### src/core/psl_pkg.sv
// Contract
// - three 4-bit generator source fields, rest reserved
// - selector codes 0 to 8 used, 9-15 unused
// - engine key 0x16 locks, 0x09 unlocks
// - serial key 0x16 blocks writes, 0x09 restores
// - lock and status registers stay writable
// - valid flag only with valid count, else 0
// - count samples until selected zero-crossing edge
// - checksum readable, read-only, zero after reset
package psl_pkg;

  // -----------------------------------------------------------------
  // widths
  // -----------------------------------------------------------------
  localparam int DATA_W = 24; // register word width
  localparam int PAGE_W = 6; // serial page number width
  localparam int ADDR_W = 6; // serial address width
  localparam int SEL_W = 4; // one source selector field
  localparam int KEY_W = 5; // lock and start key fields
  localparam int CNT_W = 7; // phase sample count width

  // -----------------------------------------------------------------
  // register map
  // -----------------------------------------------------------------
  localparam logic [PAGE_W-1:0] PAGE_CFG = 6'h00; // configuration page
  localparam logic [PAGE_W-1:0] PAGE_CHK = 6'h10; // checksum page
  localparam logic [ADDR_W-1:0] ADDR_PULSE_SEL = 6'h09; // pulse_source_select
  localparam logic [ADDR_W-1:0] ADDR_LOCK = 6'h22; // write_lock_control
  localparam logic [ADDR_W-1:0] ADDR_CHK = 6'h01; // critical_checksum
  localparam logic [ADDR_W-1:0] ADDR_PHASE = 6'h38; // phase_sequence_detect
  localparam logic [ADDR_W-1:0] ADDR_STAT0 = 6'h17; // status 0, outside this block
  localparam logic [ADDR_W-1:0] ADDR_STAT1 = 6'h18; // status 1, outside this block
  localparam logic [ADDR_W-1:0] ADDR_STAT2 = 6'h19; // status 2, outside this block
  localparam logic [DATA_W-1:0] RST_WORD = 24'h000000; // reset value of every register word; the used flags reset to ones

  // -----------------------------------------------------------------
  // pulse_source_select fields and codes
  // -----------------------------------------------------------------
  localparam int SEL1_LSB = 0;
  localparam int SEL2_LSB = 4;
  localparam int SEL3_LSB = 8;
  localparam int SEL_USED_W = 12; // bits above read as zero
  localparam logic [SEL_W-1:0] SRC_AVG_ACTIVE_1 = 4'h0;
  localparam logic [SEL_W-1:0] SRC_AVG_ACTIVE_2 = 4'h1;
  localparam logic [SEL_W-1:0] SRC_ACTIVE_SUM = 4'h2;
  localparam logic [SEL_W-1:0] SRC_AVG_REACTIVE_1 = 4'h3;
  localparam logic [SEL_W-1:0] SRC_AVG_REACTIVE_2 = 4'h4;
  localparam logic [SEL_W-1:0] SRC_REACTIVE_SUM = 4'h5;
  localparam logic [SEL_W-1:0] SRC_APPARENT_1 = 4'h6;
  localparam logic [SEL_W-1:0] SRC_APPARENT_2 = 4'h7;
  localparam logic [SEL_W-1:0] SRC_APPARENT_SUM = 4'h8; // highest used code

  // -----------------------------------------------------------------
  // write_lock_control fields and keys
  // -----------------------------------------------------------------
  localparam int HOST_KEY_LSB = 0;
  localparam int ENG_KEY_LSB = 8;
  localparam logic [KEY_W-1:0] KEY_LOCK = 5'h16;
  localparam logic [KEY_W-1:0] KEY_UNLOCK = 5'h09;

  // -----------------------------------------------------------------
  // phase_sequence_detect fields
  // -----------------------------------------------------------------
  localparam int PH_CODE_LSB = 0;
  localparam int PH_DIR_BIT = 5;
  localparam int PH_CNT_LSB = 16;
  localparam int PH_DONE_BIT = 23;
  localparam logic [KEY_W-1:0] PH_START_CODE = 5'h16; // pattern 10110
  localparam logic PH_DIR_RISE = 1'b0; // stop on negative-to-positive

  // -----------------------------------------------------------------
  // types
  // -----------------------------------------------------------------
  typedef enum logic [1:0]
  {
    KEY_KEEP = 2'b00,
    KEY_DO_LOCK = 2'b01,
    KEY_DO_UNLOCK = 2'b10
  } psl_key_act_t;

  typedef enum logic
  {
    PH_IDLE = 1'b0,
    PH_COUNT = 1'b1
  } psl_ph_state_t;

endpackage

### src/core/psl_phase_counter.sv
`timescale 1ns/1ps
// counts output-word-rate samples from a start until the chosen zero crossing
module psl_phase_counter
  import psl_pkg::*;
#(
  parameter int CW = CNT_W
)
(
  // clock and reset
  input wire logic clk,
  input wire logic reset,
  // control from the register file
  input wire logic start,
  input wire logic dir,
  // sample and zero-crossing events, same clock
  input wire logic owr_tick,
  input wire logic zc_rise,
  input wire logic zc_fall,
  // result
  output logic [CW-1:0] count,
  output logic done,
  output logic busy
);

  // -----------------------------------------------------------------
  // state
  // -----------------------------------------------------------------
  psl_ph_state_t state_r; // idle or counting
  psl_ph_state_t state_nxt;
  logic [CW-1:0] count_r; // samples since start
  logic [CW-1:0] count_nxt;
  logic done_r; // count holds a valid result
  logic done_nxt;
  logic dir_r; // edge latched at start

  // selected edge ends the count; saturate so the field never wraps
  wire stop_edge = (dir_r == PH_DIR_RISE) ? zc_rise : zc_fall;
  wire cnt_full = &count_r;

  // -----------------------------------------------------------------
  // next state
  // -----------------------------------------------------------------
  always_comb
  begin
    state_nxt = state_r;
    count_nxt = count_r;
    done_nxt = done_r;
    unique case (state_r)
      PH_IDLE:
      begin
        // nothing counts until software starts a run
      end
      PH_COUNT:
      begin
        if (stop_edge)
        begin
          state_nxt = PH_IDLE;
          done_nxt = 1'b1;
        end
        else if (owr_tick && !cnt_full)
        begin
          count_nxt = count_r + 1'b1;
        end
      end
    endcase
    // a new start restarts a run in progress as well
    if (start)
    begin
      state_nxt = PH_COUNT;
      count_nxt = '0;
      done_nxt = 1'b0;
    end
  end

  // -----------------------------------------------------------------
  // registers
  // -----------------------------------------------------------------
  always_ff @(posedge clk or posedge reset)
  begin
    if (reset)
    begin
      state_r <= PH_IDLE;
      count_r <= '0;
      done_r <= 1'b0;
      dir_r <= PH_DIR_RISE;
    end
    else
    begin
      state_r <= state_nxt;
      count_r <= count_nxt;
      done_r <= done_nxt;
      if (start)
      begin
        dir_r <= dir;
      end
    end
  end

  assign count = count_r;
  assign done = done_r;
  assign busy = (state_r == PH_COUNT);

  // -----------------------------------------------------------------
  // checks
  // -----------------------------------------------------------------
  start_clears_a: assert property (@(posedge clk) disable iff (reset)
    start |=> (!done_r && count_r == '0 && state_r == PH_COUNT))
    else $error("start did not clear flag and count");

  done_idle_a: assert property (@(posedge clk) disable iff (reset)
    done_r |-> state_r == PH_IDLE)
    else $error("valid flag set while still counting");

  edge_stops_a: assert property (@(posedge clk) disable iff (reset)
    (state_r == PH_COUNT && !start && stop_edge) |=> (done_r && state_r == PH_IDLE))
    else $error("selected edge did not end the count");

  tick_counts_a: assert property (@(posedge clk) disable iff (reset)
    (state_r == PH_COUNT && !start && !stop_edge && owr_tick && !cnt_full)
      |=> count_r == $past(count_r) + 1'b1)
    else $error("sample tick not counted");

endmodule

### src/core/psl_regs.sv
`timescale 1ns/1ps
// pulse source select, write lock, phase sequence and checksum registers
module psl_regs
  import psl_pkg::*;
(
  // clock and reset
  input wire logic clk,
  input wire logic reset,
  // decoded serial register access
  input wire logic ser_wr_stb,
  input wire logic ser_rd_stb,
  input wire logic [PAGE_W-1:0] ser_page,
  input wire logic [ADDR_W-1:0] ser_addr,
  input wire logic [DATA_W-1:0] ser_wdata,
  // serial answers
  output logic [DATA_W-1:0] ser_rdata,
  output logic ser_rd_valid,
  output logic ser_rd_hit,
  output logic ser_wr_taken,
  output logic ser_wr_refused,
  output logic ext_wr_ok,
  // calculation engine side
  input wire logic eng_wr_req,
  output logic eng_wr_grant,
  output logic eng_locked,
  input wire logic chk_upd,
  input wire logic [DATA_W-1:0] chk_value,
  // energy pulse generator sources
  output logic [SEL_W-1:0] pulse_gen_source_field_1,
  output logic [SEL_W-1:0] pulse_gen_source_field_2,
  output logic [SEL_W-1:0] pulse_gen_source_field_3,
  output logic [2:0] pulse_gen_source_used,
  // phase sequence events, same clock
  input wire logic owr_tick,
  input wire logic zc_rise,
  input wire logic zc_fall,
  // lock state for the rest of the device
  output logic serial_locked
);

  // -----------------------------------------------------------------
  // key decode, used for both lock fields
  // -----------------------------------------------------------------
  function automatic psl_key_act_t key_act(input logic [KEY_W-1:0] key);
    psl_key_act_t act;
    act = KEY_KEEP;
    if (key == KEY_LOCK)
    begin
      act = KEY_DO_LOCK;
    end
    else if (key == KEY_UNLOCK)
    begin
      act = KEY_DO_UNLOCK;
    end
    return act;
  endfunction

  // -----------------------------------------------------------------
  // storage
  // -----------------------------------------------------------------
  logic [SEL_USED_W-1:0] sel_r; // three selector fields
  logic [KEY_W-1:0] host_key_r; // last written serial key
  logic [KEY_W-1:0] eng_key_r; // last written engine key
  logic host_locked_r; // serial writes blocked
  logic eng_locked_r; // engine writes blocked
  logic ph_dir_r; // stop edge select
  logic [KEY_W-1:0] ph_code_r; // last written start code
  logic [DATA_W-1:0] chk_r; // checksum snapshot
  logic [DATA_W-1:0] rdata_r;
  logic rd_valid_r;
  logic rd_hit_r;
  logic wr_taken_r;
  logic wr_refused_r;
  logic ext_wr_ok_r;
  logic eng_grant_r;
  logic [2:0] used_r; // selector holds a used code
  logic [CNT_W-1:0] ph_count; // from the counter
  logic ph_done;
  logic ph_busy;

  // -----------------------------------------------------------------
  // address decode
  // -----------------------------------------------------------------
  wire pg_cfg = (ser_page == PAGE_CFG);
  wire hit_sel = pg_cfg && (ser_addr == ADDR_PULSE_SEL);
  wire hit_lock = pg_cfg && (ser_addr == ADDR_LOCK);
  wire hit_phase = pg_cfg && (ser_addr == ADDR_PHASE);
  wire hit_chk = (ser_page == PAGE_CHK) && (ser_addr == ADDR_CHK);
  wire hit_stat = pg_cfg && (ser_addr == ADDR_STAT0 || ser_addr == ADDR_STAT1
                             || ser_addr == ADDR_STAT2);
  wire hit_own = hit_sel || hit_lock || hit_phase || hit_chk;
  // lock and status stay open so a locked host can unlock and clear flags
  wire exempt = hit_lock || hit_stat;
  wire wr_ok = ser_wr_stb && (!host_locked_r || exempt);
  wire wr_block = ser_wr_stb && host_locked_r && !exempt;
  wire wr_sel = wr_ok && hit_sel;
  wire wr_lock = wr_ok && hit_lock;
  wire wr_phase = wr_ok && hit_phase;
  wire [KEY_W-1:0] w_host_key = ser_wdata[HOST_KEY_LSB +: KEY_W];
  wire [KEY_W-1:0] w_eng_key = ser_wdata[ENG_KEY_LSB +: KEY_W];
  wire [KEY_W-1:0] w_ph_code = ser_wdata[PH_CODE_LSB +: KEY_W];
  wire psl_key_act_t host_act = key_act(w_host_key);
  wire psl_key_act_t eng_act = key_act(w_eng_key);
  // detection runs only for the start pattern written by software
  wire ph_start = wr_phase && (w_ph_code == PH_START_CODE);

  // -----------------------------------------------------------------
  // read words
  // -----------------------------------------------------------------
  wire [DATA_W-1:0] sel_word = {{(DATA_W-SEL_USED_W){1'b0}}, sel_r};
  wire [DATA_W-1:0] lock_word = {{(DATA_W-ENG_KEY_LSB-KEY_W){1'b0}}, eng_key_r,
                                 {(ENG_KEY_LSB-KEY_W){1'b0}}, host_key_r};
  wire [DATA_W-1:0] ph_word = {ph_done, ph_count,
                               {(PH_CNT_LSB-PH_DIR_BIT-1){1'b0}}, ph_dir_r, ph_code_r};
  wire [DATA_W-1:0] rd_word = hit_sel ? sel_word :
                              hit_lock ? lock_word :
                              hit_phase ? ph_word :
                              hit_chk ? chk_r : RST_WORD;

  // -----------------------------------------------------------------
  // configuration registers
  // -----------------------------------------------------------------
  always_ff @(posedge clk or posedge reset)
  begin
    if (reset)
    begin
      sel_r <= RST_WORD[SEL_USED_W-1:0];
      host_key_r <= RST_WORD[KEY_W-1:0];
      eng_key_r <= RST_WORD[KEY_W-1:0];
      ph_dir_r <= PH_DIR_RISE;
      ph_code_r <= RST_WORD[KEY_W-1:0];
    end
    else
    begin
      if (wr_sel)
      begin
        sel_r <= ser_wdata[SEL_USED_W-1:0];
      end
      if (wr_lock)
      begin
        host_key_r <= w_host_key;
        eng_key_r <= w_eng_key;
      end
      if (wr_phase)
      begin
        ph_dir_r <= ser_wdata[PH_DIR_BIT];
        ph_code_r <= w_ph_code;
      end
    end
  end

  // -----------------------------------------------------------------
  // protection state, held apart from the key fields
  // -----------------------------------------------------------------
  always_ff @(posedge clk or posedge reset)
  begin
    if (reset)
    begin
      host_locked_r <= 1'b0;
      eng_locked_r <= 1'b0;
    end
    else if (wr_lock)
    begin
      if (host_act == KEY_DO_LOCK)
      begin
        host_locked_r <= 1'b1;
      end
      else if (host_act == KEY_DO_UNLOCK)
      begin
        host_locked_r <= 1'b0;
      end
      if (eng_act == KEY_DO_LOCK)
      begin
        eng_locked_r <= 1'b1;
      end
      else if (eng_act == KEY_DO_UNLOCK)
      begin
        eng_locked_r <= 1'b0;
      end
    end
  end

  // -----------------------------------------------------------------
  // checksum snapshot; serial writes never reach it
  // -----------------------------------------------------------------
  always_ff @(posedge clk or posedge reset)
  begin
    if (reset)
    begin
      chk_r <= RST_WORD;
    end
    else if (chk_upd)
    begin
      chk_r <= chk_value;
    end
  end

  // -----------------------------------------------------------------
  // one-cycle answers to serial and engine requests
  // -----------------------------------------------------------------
  always_ff @(posedge clk or posedge reset)
  begin
    if (reset)
    begin
      rdata_r <= RST_WORD;
      rd_valid_r <= 1'b0;
      rd_hit_r <= 1'b0;
      wr_taken_r <= 1'b0;
      wr_refused_r <= 1'b0;
      ext_wr_ok_r <= 1'b0;
      eng_grant_r <= 1'b0;
    end
    else
    begin
      rdata_r <= ser_rd_stb ? rd_word : RST_WORD;
      rd_valid_r <= ser_rd_stb;
      rd_hit_r <= ser_rd_stb && hit_own;
      wr_taken_r <= wr_ok && (hit_sel || hit_lock || hit_phase);
      wr_refused_r <= wr_block;
      // writes to registers kept elsewhere obey the serial lock, except the exempt status registers
      ext_wr_ok_r <= wr_ok && !hit_own;
      eng_grant_r <= eng_wr_req && !eng_locked_r;
    end
  end

  // -----------------------------------------------------------------
  // per-generator used-code flags; codes above the sum are unused
  // -----------------------------------------------------------------
  // selector as it stands after this cycle's write, so the flags track sel_r
  wire [SEL_USED_W-1:0] sel_nxt = wr_sel ? ser_wdata[SEL_USED_W-1:0] : sel_r;
  wire [2:0] used_nxt; // used flags for the next cycle

  // the word goes in as an argument so the assign wakes when it changes
  function automatic logic [SEL_W-1:0] sel_field(input logic [SEL_USED_W-1:0] v,
    input int idx);
    return v[idx*SEL_W +: SEL_W];
  endfunction

  genvar g;
  generate
    for (g = 0; g < 3; g++)
    begin : gen_used
      assign used_nxt[g] = (sel_field(sel_nxt, g) <= SRC_APPARENT_SUM);
    end
  endgenerate

  // one process owns all three flags
  always_ff @(posedge clk or posedge reset)
  begin
    if (reset)
    begin
      used_r <= '1;
    end
    else
    begin
      used_r <= used_nxt;
    end
  end

  // -----------------------------------------------------------------
  // phase sequence counter
  // -----------------------------------------------------------------
  psl_phase_counter #(.CW(CNT_W)) u_phase
  (
    .clk(clk),
    .reset(reset),
    .start(ph_start),
    .dir(ser_wdata[PH_DIR_BIT]),
    .owr_tick(owr_tick),
    .zc_rise(zc_rise),
    .zc_fall(zc_fall),
    .count(ph_count),
    .done(ph_done),
    .busy(ph_busy)
  );

  // -----------------------------------------------------------------
  // outputs
  // -----------------------------------------------------------------
  assign ser_rdata = rdata_r;
  assign ser_rd_valid = rd_valid_r;
  assign ser_rd_hit = rd_hit_r;
  assign ser_wr_taken = wr_taken_r;
  assign ser_wr_refused = wr_refused_r;
  assign ext_wr_ok = ext_wr_ok_r;
  assign eng_wr_grant = eng_grant_r;
  assign eng_locked = eng_locked_r;
  assign serial_locked = host_locked_r;
  assign pulse_gen_source_field_1 = sel_r[SEL1_LSB +: SEL_W];
  assign pulse_gen_source_field_2 = sel_r[SEL2_LSB +: SEL_W];
  assign pulse_gen_source_field_3 = sel_r[SEL3_LSB +: SEL_W];
  assign pulse_gen_source_used = used_r;

  // -----------------------------------------------------------------
  // checks
  // -----------------------------------------------------------------
  locked_sel_a: assert property (@(posedge clk) disable iff (reset)
    (host_locked_r && ser_wr_stb && hit_sel) |=> (sel_r == $past(sel_r) && wr_refused_r))
    else $error("selector written while serial lock active");

  unlock_open_a: assert property (@(posedge clk) disable iff (reset)
    (host_locked_r && ser_wr_stb && hit_lock && w_host_key == KEY_UNLOCK) |=> !host_locked_r)
    else $error("lock register not writable while locked");

  host_key_a: assert property (@(posedge clk) disable iff (reset)
    (wr_lock && w_host_key == KEY_LOCK) |=> host_locked_r ##1 (ser_wr_stb && hit_sel
      && host_locked_r) |-> ##1 wr_refused_r)
    else $error("serial lock key did not block writes");

  eng_key_a: assert property (@(posedge clk) disable iff (reset)
    (wr_lock && w_eng_key == KEY_LOCK) ##[1:4] (eng_wr_req && eng_locked_r) |=> !eng_wr_grant)
    else $error("engine write granted after lock key");

  other_key_a: assert property (@(posedge clk) disable iff (reset)
    (wr_lock && host_act == KEY_KEEP && eng_act == KEY_KEEP)
      |=> $stable(host_locked_r) && $stable(eng_locked_r))
    else $error("non-key value changed protection state");

  chk_hold_a: assert property (@(posedge clk) disable iff (reset)
    (!chk_upd && ser_wr_stb && hit_chk) |=> $stable(chk_r))
    else $error("checksum changed by serial write");

  sel_reserved_a: assert property (@(posedge clk) disable iff (reset)
    (rd_valid_r && $past(hit_sel)) |-> rdata_r == {{(DATA_W-SEL_USED_W){1'b0}}, $past(sel_r)})
    else $error("reserved selector bits read nonzero");

  start_read_a: assert property (@(posedge clk) disable iff (reset)
    ph_start |=> (!ph_done && ph_count == '0))
    else $error("start did not clear phase result");

  unused_code_a: assert property (@(posedge clk) disable iff (reset)
    (sel_r[SEL1_LSB +: SEL_W] > SRC_APPARENT_SUM) |-> !used_r[0])
    else $error("unused code flagged as used");

  busy_valid_a: assert property (@(posedge clk) disable iff (reset)
    ph_busy |-> !ph_done)
    else $error("valid flag set while counter busy");

endmodule

### config.mk
export PLATFORM = sky130hd
export DESIGN_NAME = psl_regs
export DESIGN_NICKNAME = d
export VERILOG_FILES = /design/src/core/psl_pkg.sv /design/src/core/psl_phase_counter.sv /design/src/core/psl_regs.sv
export SDC_FILE = /design/constraint.sdc
export NUM_CORES = 1
export LEC_CHECK = 0
export BUFFER_PORTS_ARGS = -buffer_cell sky130_fd_sc_hd__buf_2
export CAP_MARGIN = 20
export CORE_MARGIN = 2
export CORE_UTILIZATION = 52
export CTS_CLUSTER_SIZE = 12
export DETAILED_ROUTE_END_ITERATION = 16
export GPL_TIMING_DRIVEN = 0
export PLACE_DENSITY_LB_ADDON = 0.05
export SETUP_SLACK_MARGIN = 0.2
export SYNTH_ARGS = -nofsm -noshare
export SYNTH_HDL_FRONTEND = slang
export SYNTH_HIERARCHICAL = 1
export SYNTH_SLANG_ARGS = --single-unit
### constraint.sdc
create_clock -name clk -period 3.4 [get_ports clk]
set_input_delay 0.34 -clock clk [delete_from_list [all_inputs] [get_ports clk]]
set_output_delay 0.34 -clock clk [all_outputs]
set_load 0.005 [all_outputs]
---- Word level (Yosys, flattened, before mapping) ----
Cells that the tools add are included.
cells by class
  add/subtract/negate cells ............... 1
  $lt $le $gt $ge ......................... 3
  equality and inequality tests ........... 17
  multiplexer cells ....................... 25
  reductions and logical operators ........ 40
operators by type and width
  cell                 number
  $mux 24              5
  $mux 7               4
  $eq 6x5->1 const B   4
  $logic_and 1x1->1    17
  $eq 6x6->1 const B   2
  $le 4x4->1 const B   3
  $mux 12              1
  $mux 1               11
  $eq 5x4->1 const B   2
  $eq 5x5->1 const B   2
  $reduce_bool 2->1    5
  $mux 2               4
  $add 7x1->7 const B  1
  $logic_or 1x1->1     7
  $reduce_and 7->1     1
  $eq 6x1->1 const B   1
  $eq 6x4->1 const B   1
  $logic_not 6->1      1
  $reduce_and 2->1     3
  $logic_not 1->1      5
  $eq 2x1->1 const B   2
  $eq 2x2->1 const B   2
  $reduce_and 3->1     1
  $ne 2x2->1 const B   1
word-level totals
  register bits ........................... 97
  input port bits ......................... 69
  output and inout port bits .............. 47
  word-level logic and storage cells ...... 106

---- Longest topological paths before layout ----
Gate-level depths: netlist of run 1.
  depth in word-level cells ............... 11
  gate-level depth with buffers ........... 8
  gate-level depth less buffers ........... 5

---- By module ----
Netlist of run 1, hierarchy kept.
modules (own cells, without submodules)
  module             times used  cells each  area each (µm²)  sequential area each (µm²)
  psl_regs           1           277         3764.9           2180.8
  psl_phase_counter  1           46          496.7            250.2

---- Worst setup path after synthesis of run 1 ----
OpenSTA, ideal clock, no wires.
  kind .................................... input-to-reg
  start point ............................. input port ser_page[1]
  end point ............................... register u_phase.dir_r
  library setup time ...................... 0.125 ns
  arrival ................................. 2.099 ns
  data required time ...................... 3.275 ns
  path slack .............................. 1.176 ns
  cell stages on the path ................. 8
  path buffers ............................ 3
  path through ............................ nor4_2 > nor4bb_1 > buf_2 > buf_4 > inv_1 > nor4_1 > clkbuf_1 > mux2_2
on the way
  longest elaborated chain between the ends .. 7
  elaborated cells on any way between the ends .. 9
  those cells by class .................... reduce/logical (9)
ends and longest elaborated chain
  what                                         line                            text
  start: declaration                           psl_regs.sv:12                  input wire logic [PAGE_W-1:0] ser_page,
  $logic_not 6->1 *                            psl_regs.sv:84                  wire pg_cfg = (ser_page == PAGE_CFG);
  $logic_and 1x1->1, on equally long branches  psl_regs.sv:86, psl_regs.sv:89
  $logic_or 1x1->1                             psl_regs.sv:93                  wire exempt = hit_lock || hit_stat;
  $logic_or 1x1->1                             psl_regs.sv:94                  wire wr_ok = ser_wr_stb && (!host_locked_r || exempt);
  $logic_and 1x1->1                            psl_regs.sv:94
  $logic_and 1x1->1 *                          psl_regs.sv:98                  wire wr_phase = wr_ok && hit_phase;
  $logic_and 1x1->1 *                          psl_regs.sv:105                 wire ph_start = wr_phase && (w_ph_code == PH_START_CODE);
  named net ph_start                           psl_regs.sv:105
  end signal: assignment                       psl_phase_counter.sv:94         dir_r <= dir;
  end: declaration                             psl_phase_counter.sv:34         logic dir_r;
Mark *: on every way through the listed nets, which the timed path passes. The rest lies on a longest branch.
A chain may end at the register's enable or synchronous reset.

---- Final worst setup path of run 1 ----
  start point ............................. input port ser_addr[2]
  end point ............................... register u_phase.dir_r
on the way
  longest elaborated chain between the ends .. 9
  elaborated cells on any way between the ends .. 15
  those cells by class .................... eq/ne (5); reduce/logical (10)
ends and longest elaborated chain
  what                 line             text
  start: declaration   psl_regs.sv:13   input wire logic [ADDR_W-1:0] ser_addr,
  $eq 6x5->1           psl_regs.sv:89   wire hit_stat = pg_cfg && (ser_addr == ADDR_STAT0 || ser_addr == ADDR_STAT1
  $logic_or 1x1->1     psl_regs.sv:89
  $logic_or 1x1->1     psl_regs.sv:90   || ser_addr == ADDR_STAT2);
  $logic_and 1x1->1    psl_regs.sv:89
  $logic_or 1x1->1     psl_regs.sv:93
  $logic_or 1x1->1     psl_regs.sv:94
  $logic_and 1x1->1    psl_regs.sv:94
  $logic_and 1x1->1 *  psl_regs.sv:98
  $logic_and 1x1->1 *  psl_regs.sv:105
  named net ph_start   psl_regs.sv:105
Marks and branches as above.

==> summary.txt, run 1 <==
Outcome = completed
CTS Root Buffer Type = clkbuf_8
Setup ws final = 0.882 ns
Dpl hpwl = 7.18 mm
Worst min path class = in -> reg
CTS Sinks = 97
Area leader, netlist = dfrtp_1
Die X = 94.5 microns
Asr flop ratio synth = 100%
Max-cap violations = 0
Clock Tree Buf Depth = 2
GP Congestion = 0.844
Total GRT Usage = 24.0%
Clock Latency Late Sink = 0.36 ns
Initial antenna violation count = 0
Clock skew = 0.00731 ns
WL final = 10.0 mm
DRT Pass-1 Iters = 4
Wire per inst = 18.3 microns
CP max FO = 10
VDD IR max = 0.262 mV
Cells after Synth = 323
Relative slew slack = 43.7%
Final Cycle Share = 74.1%
Synth Net Count = 393
RSZ-0062 raised after global routing = false
DRC errors left = 0
Yosys top cell area share = 55.2%
Cts repair resizes = 0
P&R area growth vs syn = 20.5%
Cell mode on critical path = buf_2
Post-synth EDFFs = 0
CP arrival = 2.76 ns
PD cells = 405 mW/mm^2
CTS tree = built
Via-per-instance ratio = 5.66
Largest cells by area after synthesis = dfrtp_1 55%, mux2_2 12%, mux2_4 3.5%
CP Capture Type = register
Setup crit start kind = primary input
Distinct cells, synth = 54
Largest net degree at the start of global routing = 71
CTS buffer count = 9
Maximum clock rate = 0.397 GHz
Main synth FF type = dfrtp_1
Die area = 0.00894 sq mm
Most common library cells after synthesis = 94 x dfrtp_1, 46 x mux2_2, 14 x a22oi_1
Number of buffers added on ports = 103
Setup CP Type = in -> reg
Multi-input logic area = 0.00171 sq mm
Synth Register Bits = 97
Initial core utilization = 52.7%
First-iteration detailed-routing DRC count = 143
Reg area = 0.00243 sq mm
Ports = 116
Slowest stage cell, crit path = clkbuf_1
H-tree depth = 3
Fin. max-slew vios = 0
Most common cell in the synthesized netlist = dfrtp_1
Syn Area/Cell = 13.2 sq um
Row count = 33
Fillers = 679
Clock-pin transition on the worst setup and hold timing paths = 0.09 ns
Nets = 509
Fraction of layout cells with a size suffix above 1 = 45.5%
Vias in the first global route = 3188
# setup viols final = 0
Leak pwr = 2.54 nW
Critical Path RT = 3.65 ns
Slowest stage delay, CP = 0.41 ns
Vias = 3108
Slew @ Worst Pin = 0.839 ns
Overflow after GRT = 0
Chip height = 94.5 microns
Diodes inserted = 0
Crit path cell chain = buf_2 > nand4bb_1 > nor4bb_1 > buf_2 > buf_4 > inv_1 > nor4_1 > clkbuf_1 > mux2_2
Remaining antenna violation count = 0
Seq/Total Area, Yosys = 57.0%
First-pass GRT wire length = 16.2 mm
Syn Std Cell Area = 0.00426 sq mm
TNS Setup = 0 ns
Ys Warns = 6
Fin crit period = 2.52 ns
Dpl ws = 0.509 ns
Hold Vio Cnt, Final = 0
CORE AREA = 0.00809 sq mm
==> placed cells by master, fill, tap and decap left out, types with 9 or more instances in the layout <==
cell      instances
nor3_1            9
mux2_4           10
mux2_2           46
dfrtp_1          94
buf_2           109
nor2_1           10
clkbuf_8          9
a21oi_1          10
a22oi_1          14
o31ai_1           9
clkbuf_1          9
nand2_1          11
==> through the flow <==
step | hold WS [ns] | cells | power, mW | cell area, sq um | util, %
after floorplan | 0.180 | 323 | 1.29 | 4260 | -
after CTS | 0.116 | 549 | 2.10 | 5130 | 63.4
after global placement | 0.355 | 531 | 1.37 | 4910 | 60.7
final | 0.117 | 549 | 2.08 | 5130 | 63.4
after detailed placement | 0.310 | 532 | 1.37 | 4940 | 61.0
after global routing | 0.113 | 549 | 2.15 | 5130 | 63.4
==> worst max-delay path, delay by kind of cell <==
kind,cells,cell delay [ns]
buf+inv,5,1.11
simple gates,3,0.92
mux,1,0.38
==> cell families (layout without fill, tap and decap cells) <==
logic type / Yosys count / count (layout) / share of synthesized area [%]
AOI/OAI and AO/OA: 69 / 69 / 12.5
buffers and inverters: 25 / 146 / 2.82
and+or+nand+nor: 72 / 72 / 10.7
DFF: 97 / 97 / 57.0
muxes: 58 / 58 / 16.4
adders and majority gates: 1 / 1 / 0.294
xor gates and xnor gates: 1 / 1 / 0.206
==> routing by layer <==
metal  share of wire [%]  global-route usage [%]
met3                 5.4                    3.51
met1                  47                    34.7
met2                  46                    37.1
met4                 1.7                    8.82
met5                   0                       0
==> final timing paths <==
kind	from	to	slack (ns)	cells past startpoint
setup / recovery	ser_addr[2]	u_phase/dir_r$_DFFE_PP0P_	0.88	9
hold / removal	ser_rd_stb	ser_rd_valid$_DFF_PP0_	0.12	1
setup reg to reg	serial_locked$_DFFE_PP0P_	u_phase/dir_r$_DFFE_PP0P_	1.40	5
hold reg to reg	eng_locked$_DFFE_PP0P_	eng_wr_grant$_DFF_PP0_	0.48	1
max in group asynchronous	reset	pulse_gen_source_used[1]$_DFF_PP1_	2.28	4
min in group asynchronous	reset	ser_rdata[22]$_DFF_PP0_	0.47	3
==> registers in the layout (all words and copies together), names as in the netlist <==
signal / flops
chk_r: 24
eng_key_r: 5
eng_locked: 1
eng_wr_grant: 1
ext_wr_ok: 1
host_key_r: 5
ph_code_r: 5
ph_dir_r: 1
pulse_gen_source_used: 3
sel_r: 12
ser_rd_hit: 1
ser_rd_valid: 1
ser_rdata: 24
ser_wr_refused: 1
ser_wr_taken: 1
serial_locked: 1
u_phase/busy: 1
u_phase/count: 7
u_phase/dir_r: 1
u_phase/done: 1
==> what timing repair did <==
item,CTS,global route
endpoints found under the hold margin,17,0
hold buffers,1,0
setup buffers,0,0
==> where the power goes <==
group / leakage [nW] / switching, mW / total (mW) / internal, mW
Combinational: 1.16 / 0.0792 / 0.147 / 0.0673
Sequential: 1.28 / 0.0179 / 1.20 / 1.18
Clock: 0.0975 / 0.390 / 0.730 / 0.340
Total: 2.54 / 0.487 / 2.08 / 1.59
==> cell type report <==
class                   count  share of cell area [%]
plain buffers              17                    1.75
multi-input cells         201                    33.3
well taps                 105                    2.56
repair buffers            105                    10.8
clock buffers              11                    2.56
flip-flops and latches     97                    47.4
inverters                   8                   0.634
clock inverters             5                    1.05
No activity file was read; power rests on OpenSTA's default activity.
==> inputs of run 2 (changes only) <==
- ABC_AREA: default -> 1
- CORE_UTILIZATION: 52 -> 48
- clock period: 3.4 -> 2.3 ns (I/O delays scaled with it)
==> summary.txt, run 2 <==
Initial core utilization = 49.9% (-2.8 points)
Slew @ Worst Pin = 0.594 ns (-0.244 ns)
WL final = 10.5 mm (+4.1%)
Final Cycle Share = 78.7%
Clock Latency Late Sink = 0.36 ns (about the same)
Multi-input logic area = 0.00155 sq mm (-9.6%)
Overflow after GRT = 0 (unchanged)
First-iteration detailed-routing DRC count = 201 (+41%)
Post-Layout Inst Area = 0.00531 sq mm (+3.4%)
Placed Area = 0.00509 sq mm (+3.1%)
Synth Register Bits = 97 (unchanged)
H-tree depth = 3 (unchanged)
Setup Fix Bufs, Post-CTS = 0 (unchanged)
Fin. max-slew vios = 0 (unchanged)
Area leader, netlist = dfrtp_1
GP Congestion = 0.907 (+7.5%)
DRT Pass-1 Iters = 5 (+1)
Row count = 34 (+3.0%)
Vias in the first global route = 3487 (+9.4%)
Yosys top cell area share = 53.6% (-1.6 points)
WHS = 0.0504 ns (-0.0662 ns)
Maximum clock rate = 0.553 GHz
CTS Sinks = 97 (unchanged)
Fin crit period = 1.81 ns
Fillers = 801 (+18%)
Remaining antenna violation count = 0 (unchanged)
Seq/Total Area, Yosys = 55.4% (-1.7 points)
First-pass GRT wire length = 17.3 mm (+6.9%)
Relative slew slack = 60.1% (+16 points)
Outcome = completed
Diodes inserted = 0 (unchanged)
Most common library cells after synthesis = 111 x nand2_1, 94 x dfrtp_1, 83 x inv_1
Hold Vio Cnt, Final = 0 (unchanged)
CORE AREA = 0.00881 sq mm (+8.8%)
DRC errors left = 0 (unchanged)
Commonest non-fill, non-tap cells in the layout = 111 x nand2_1, 108 x buf_2, 94 x dfrtp_1
Nets = 684 (+34%)
Clock skew = 0.0133 ns (+0.00595 ns)
Die X = 99.7 microns (+5.4%)
Most common cell after layout, fill and taps aside = nand2_1
VDD IR max = 0.252 mV (-3.6%)
P&R area growth vs syn = 20.9%
PD cells = 574 mW/mm^2 (+42%)
Vias = 3617 (+16%)
Cells after Synth = 495 (+53%)
Most common cell in the synthesized netlist = nand2_1
Syn Area/Cell = 8.87 sq um (-33%)
Dpl hpwl = 7.80 mm (+8.6%)
CTS buffer count = 9 (unchanged)
Synth Net Count = 565 (+44%)
Max-cap violations = 0 (unchanged)
Clock-pin transition on the worst setup and hold timing paths = 0.10 ns (about the same)
Fraction of layout cells with a size suffix above 1 = 28.4% (-17 points)
Post-synth EDFFs = 0 (unchanged)
CP arrival = 2.06 ns (-0.70 ns)
CP Capture Type = register
CP max FO = 10 (unchanged)
Main synth FF type = dfrtp_1
Ports = 116 (unchanged)
CTS tree = built
Ys Warns = 6 (unchanged)
Syn Std Cell Area = 0.00439 sq mm (+3.1%)
Worst min path class = in -> reg
Setup crit start kind = primary input
Via-per-instance ratio = 4.98 (-12%)
Reg2reg path depth = 12 (+7)
Number of buffers added on ports = 104 (+0.97%)
Critical Path RT = 2.55 ns (-1.10 ns)
Distinct cells, synth = 34 (-37%)
Final Core Density = 60.3% (-3.1 points)
Largest cells by area after synthesis = dfrtp_1 54%, nand2_1 9.5%, inv_1 7.1%
# setup viols final = 0 (unchanged)
Leak pwr = 2.89 nW (+14%)
CTS Root Buffer Type = clkbuf_8
Asr flop ratio synth = 100% (unchanged)
Wire per inst = 14.4 microns (-21%)
Largest net degree at the start of global routing = 42 (-41%)
RSZ-0062 raised after global routing = false
Hold Path Depth = 3 (+2)
Die area = 0.00993 sq mm (+11%)
Chip height = 99.7 microns (+5.4%)
Setup CP Type = in -> reg
Total GRT Usage = 22.3% (-1.7 points)
Clock Tree Buf Depth = 2 (unchanged)
Initial antenna violation count = 0 (unchanged)
Reg area = 0.00243 sq mm (unchanged)
-- run 2: worst max-delay path: stages --
cell,delay (ns)
buf_2,0.11
nor2_1,0.17
nand3_2,0.16
nor2_8,0.20
nor2_2,0.07
nand2_4,0.09
nand2_2,0.08
nor2_2,0.13
inv_2,0.06
buf_6,0.15
nor2_4,0.15
inv_1,0.11
buf_4,0.18
nand3_1,0.09
nand2_1,0.06
-- run 2: final cells by class --
cell class | instances | share of cell area [%]
sequential | 97 | 45.8
multi-input combinational | 295 | 29.1
timing repair buffer | 108 | 10.9
inverter | 88 | 6.29
clock buffer | 11 | 2.85
tap | 108 | 2.55
buffer | 15 | 1.72
clock inverter | 5 | 0.731
-- run 2: cells by family (layout without fill, tap and decap cells) --
family | after synthesis | after routing | share of synthesized area (%)
buffers and inverters | 103 | 227 | 9.60
DFF | 97 | 97 | 55.4
adders and majority gates | 1 | 1 | 0.285
xor gates and xnor gates | 1 | 1 | 0.199
muxes | 7 | 7 | 1.79
AOI/OAI and AO/OA | 74 | 74 | 9.72
and+or+nand+nor | 212 | 212 | 23.0
-- run 2: what timing repair did --
item	4_1_cts	5_1_grt
endpoints found under the hold margin	25	0
setup endpoints to repair	0	7
gates resized for setup	0	2
hold buffers	2	0
-- run 2: per-stage QoR --
| step | total power [mW] | TNS (ns) | cells | setup slack, ns |
|---|---|---|---|---|
| floorplan | 1.91 | 0 | 495 | 0.397 |
| global placement | 2.01 | -0.344 | 707 | -0.0634 |
| detailed placement | 2.03 | -0.481 | 709 | -0.0857 |
| CTS | 3.09 | 0 | 727 | 0.301 |
| global route | 3.17 | 0 | 727 | 0.241 |
| finish | 3.05 | 0 | 727 | 0.490 |
-- run 2: per-layer routing --
metal / GRT usage [%] / routed length [microns]
met1: 34.9 / 5400
met2: 32.2 / 4480
met3: 3.30 / 504
met4: 6.74 / 85
met5: 0 / 0
-- run 2: report_power, final --
| part | total, mW | leakage [nW] | internal [mW] | switching (mW) |
|---|---|---|---|---|
| registers | 1.77 | 1.22 | 1.75 | 0.0196 |
| clock network | 1.05 | 0.0959 | 0.458 | 0.591 |
| logic | 0.229 | 1.58 | 0.0854 | 0.143 |
| total | 3.05 | 2.89 | 2.29 | 0.754 |
-- run 2: final timing paths --
kind | start | to | slack [ns]
setup / recovery | ser_addr[3] | u_phase/count[5]$_DFFE_PP0P_ | 0.49
max in group asynchronous | reset | chk_r[14]$_DFFE_PP0P_ | 1.13
min in group asynchronous | reset | sel_r[0]$_DFF_PP0_ | 0.41
hold reg to reg | eng_locked$_DFFE_PP0P_ | eng_wr_grant$_DFF_PP0_ | 0.46
setup reg to reg | serial_locked$_DFFE_PP0P_ | u_phase/count[5]$_DFFE_PP0P_ | 0.55
hold / removal | eng_wr_req | eng_wr_grant$_DFF_PP0_ | 0.05
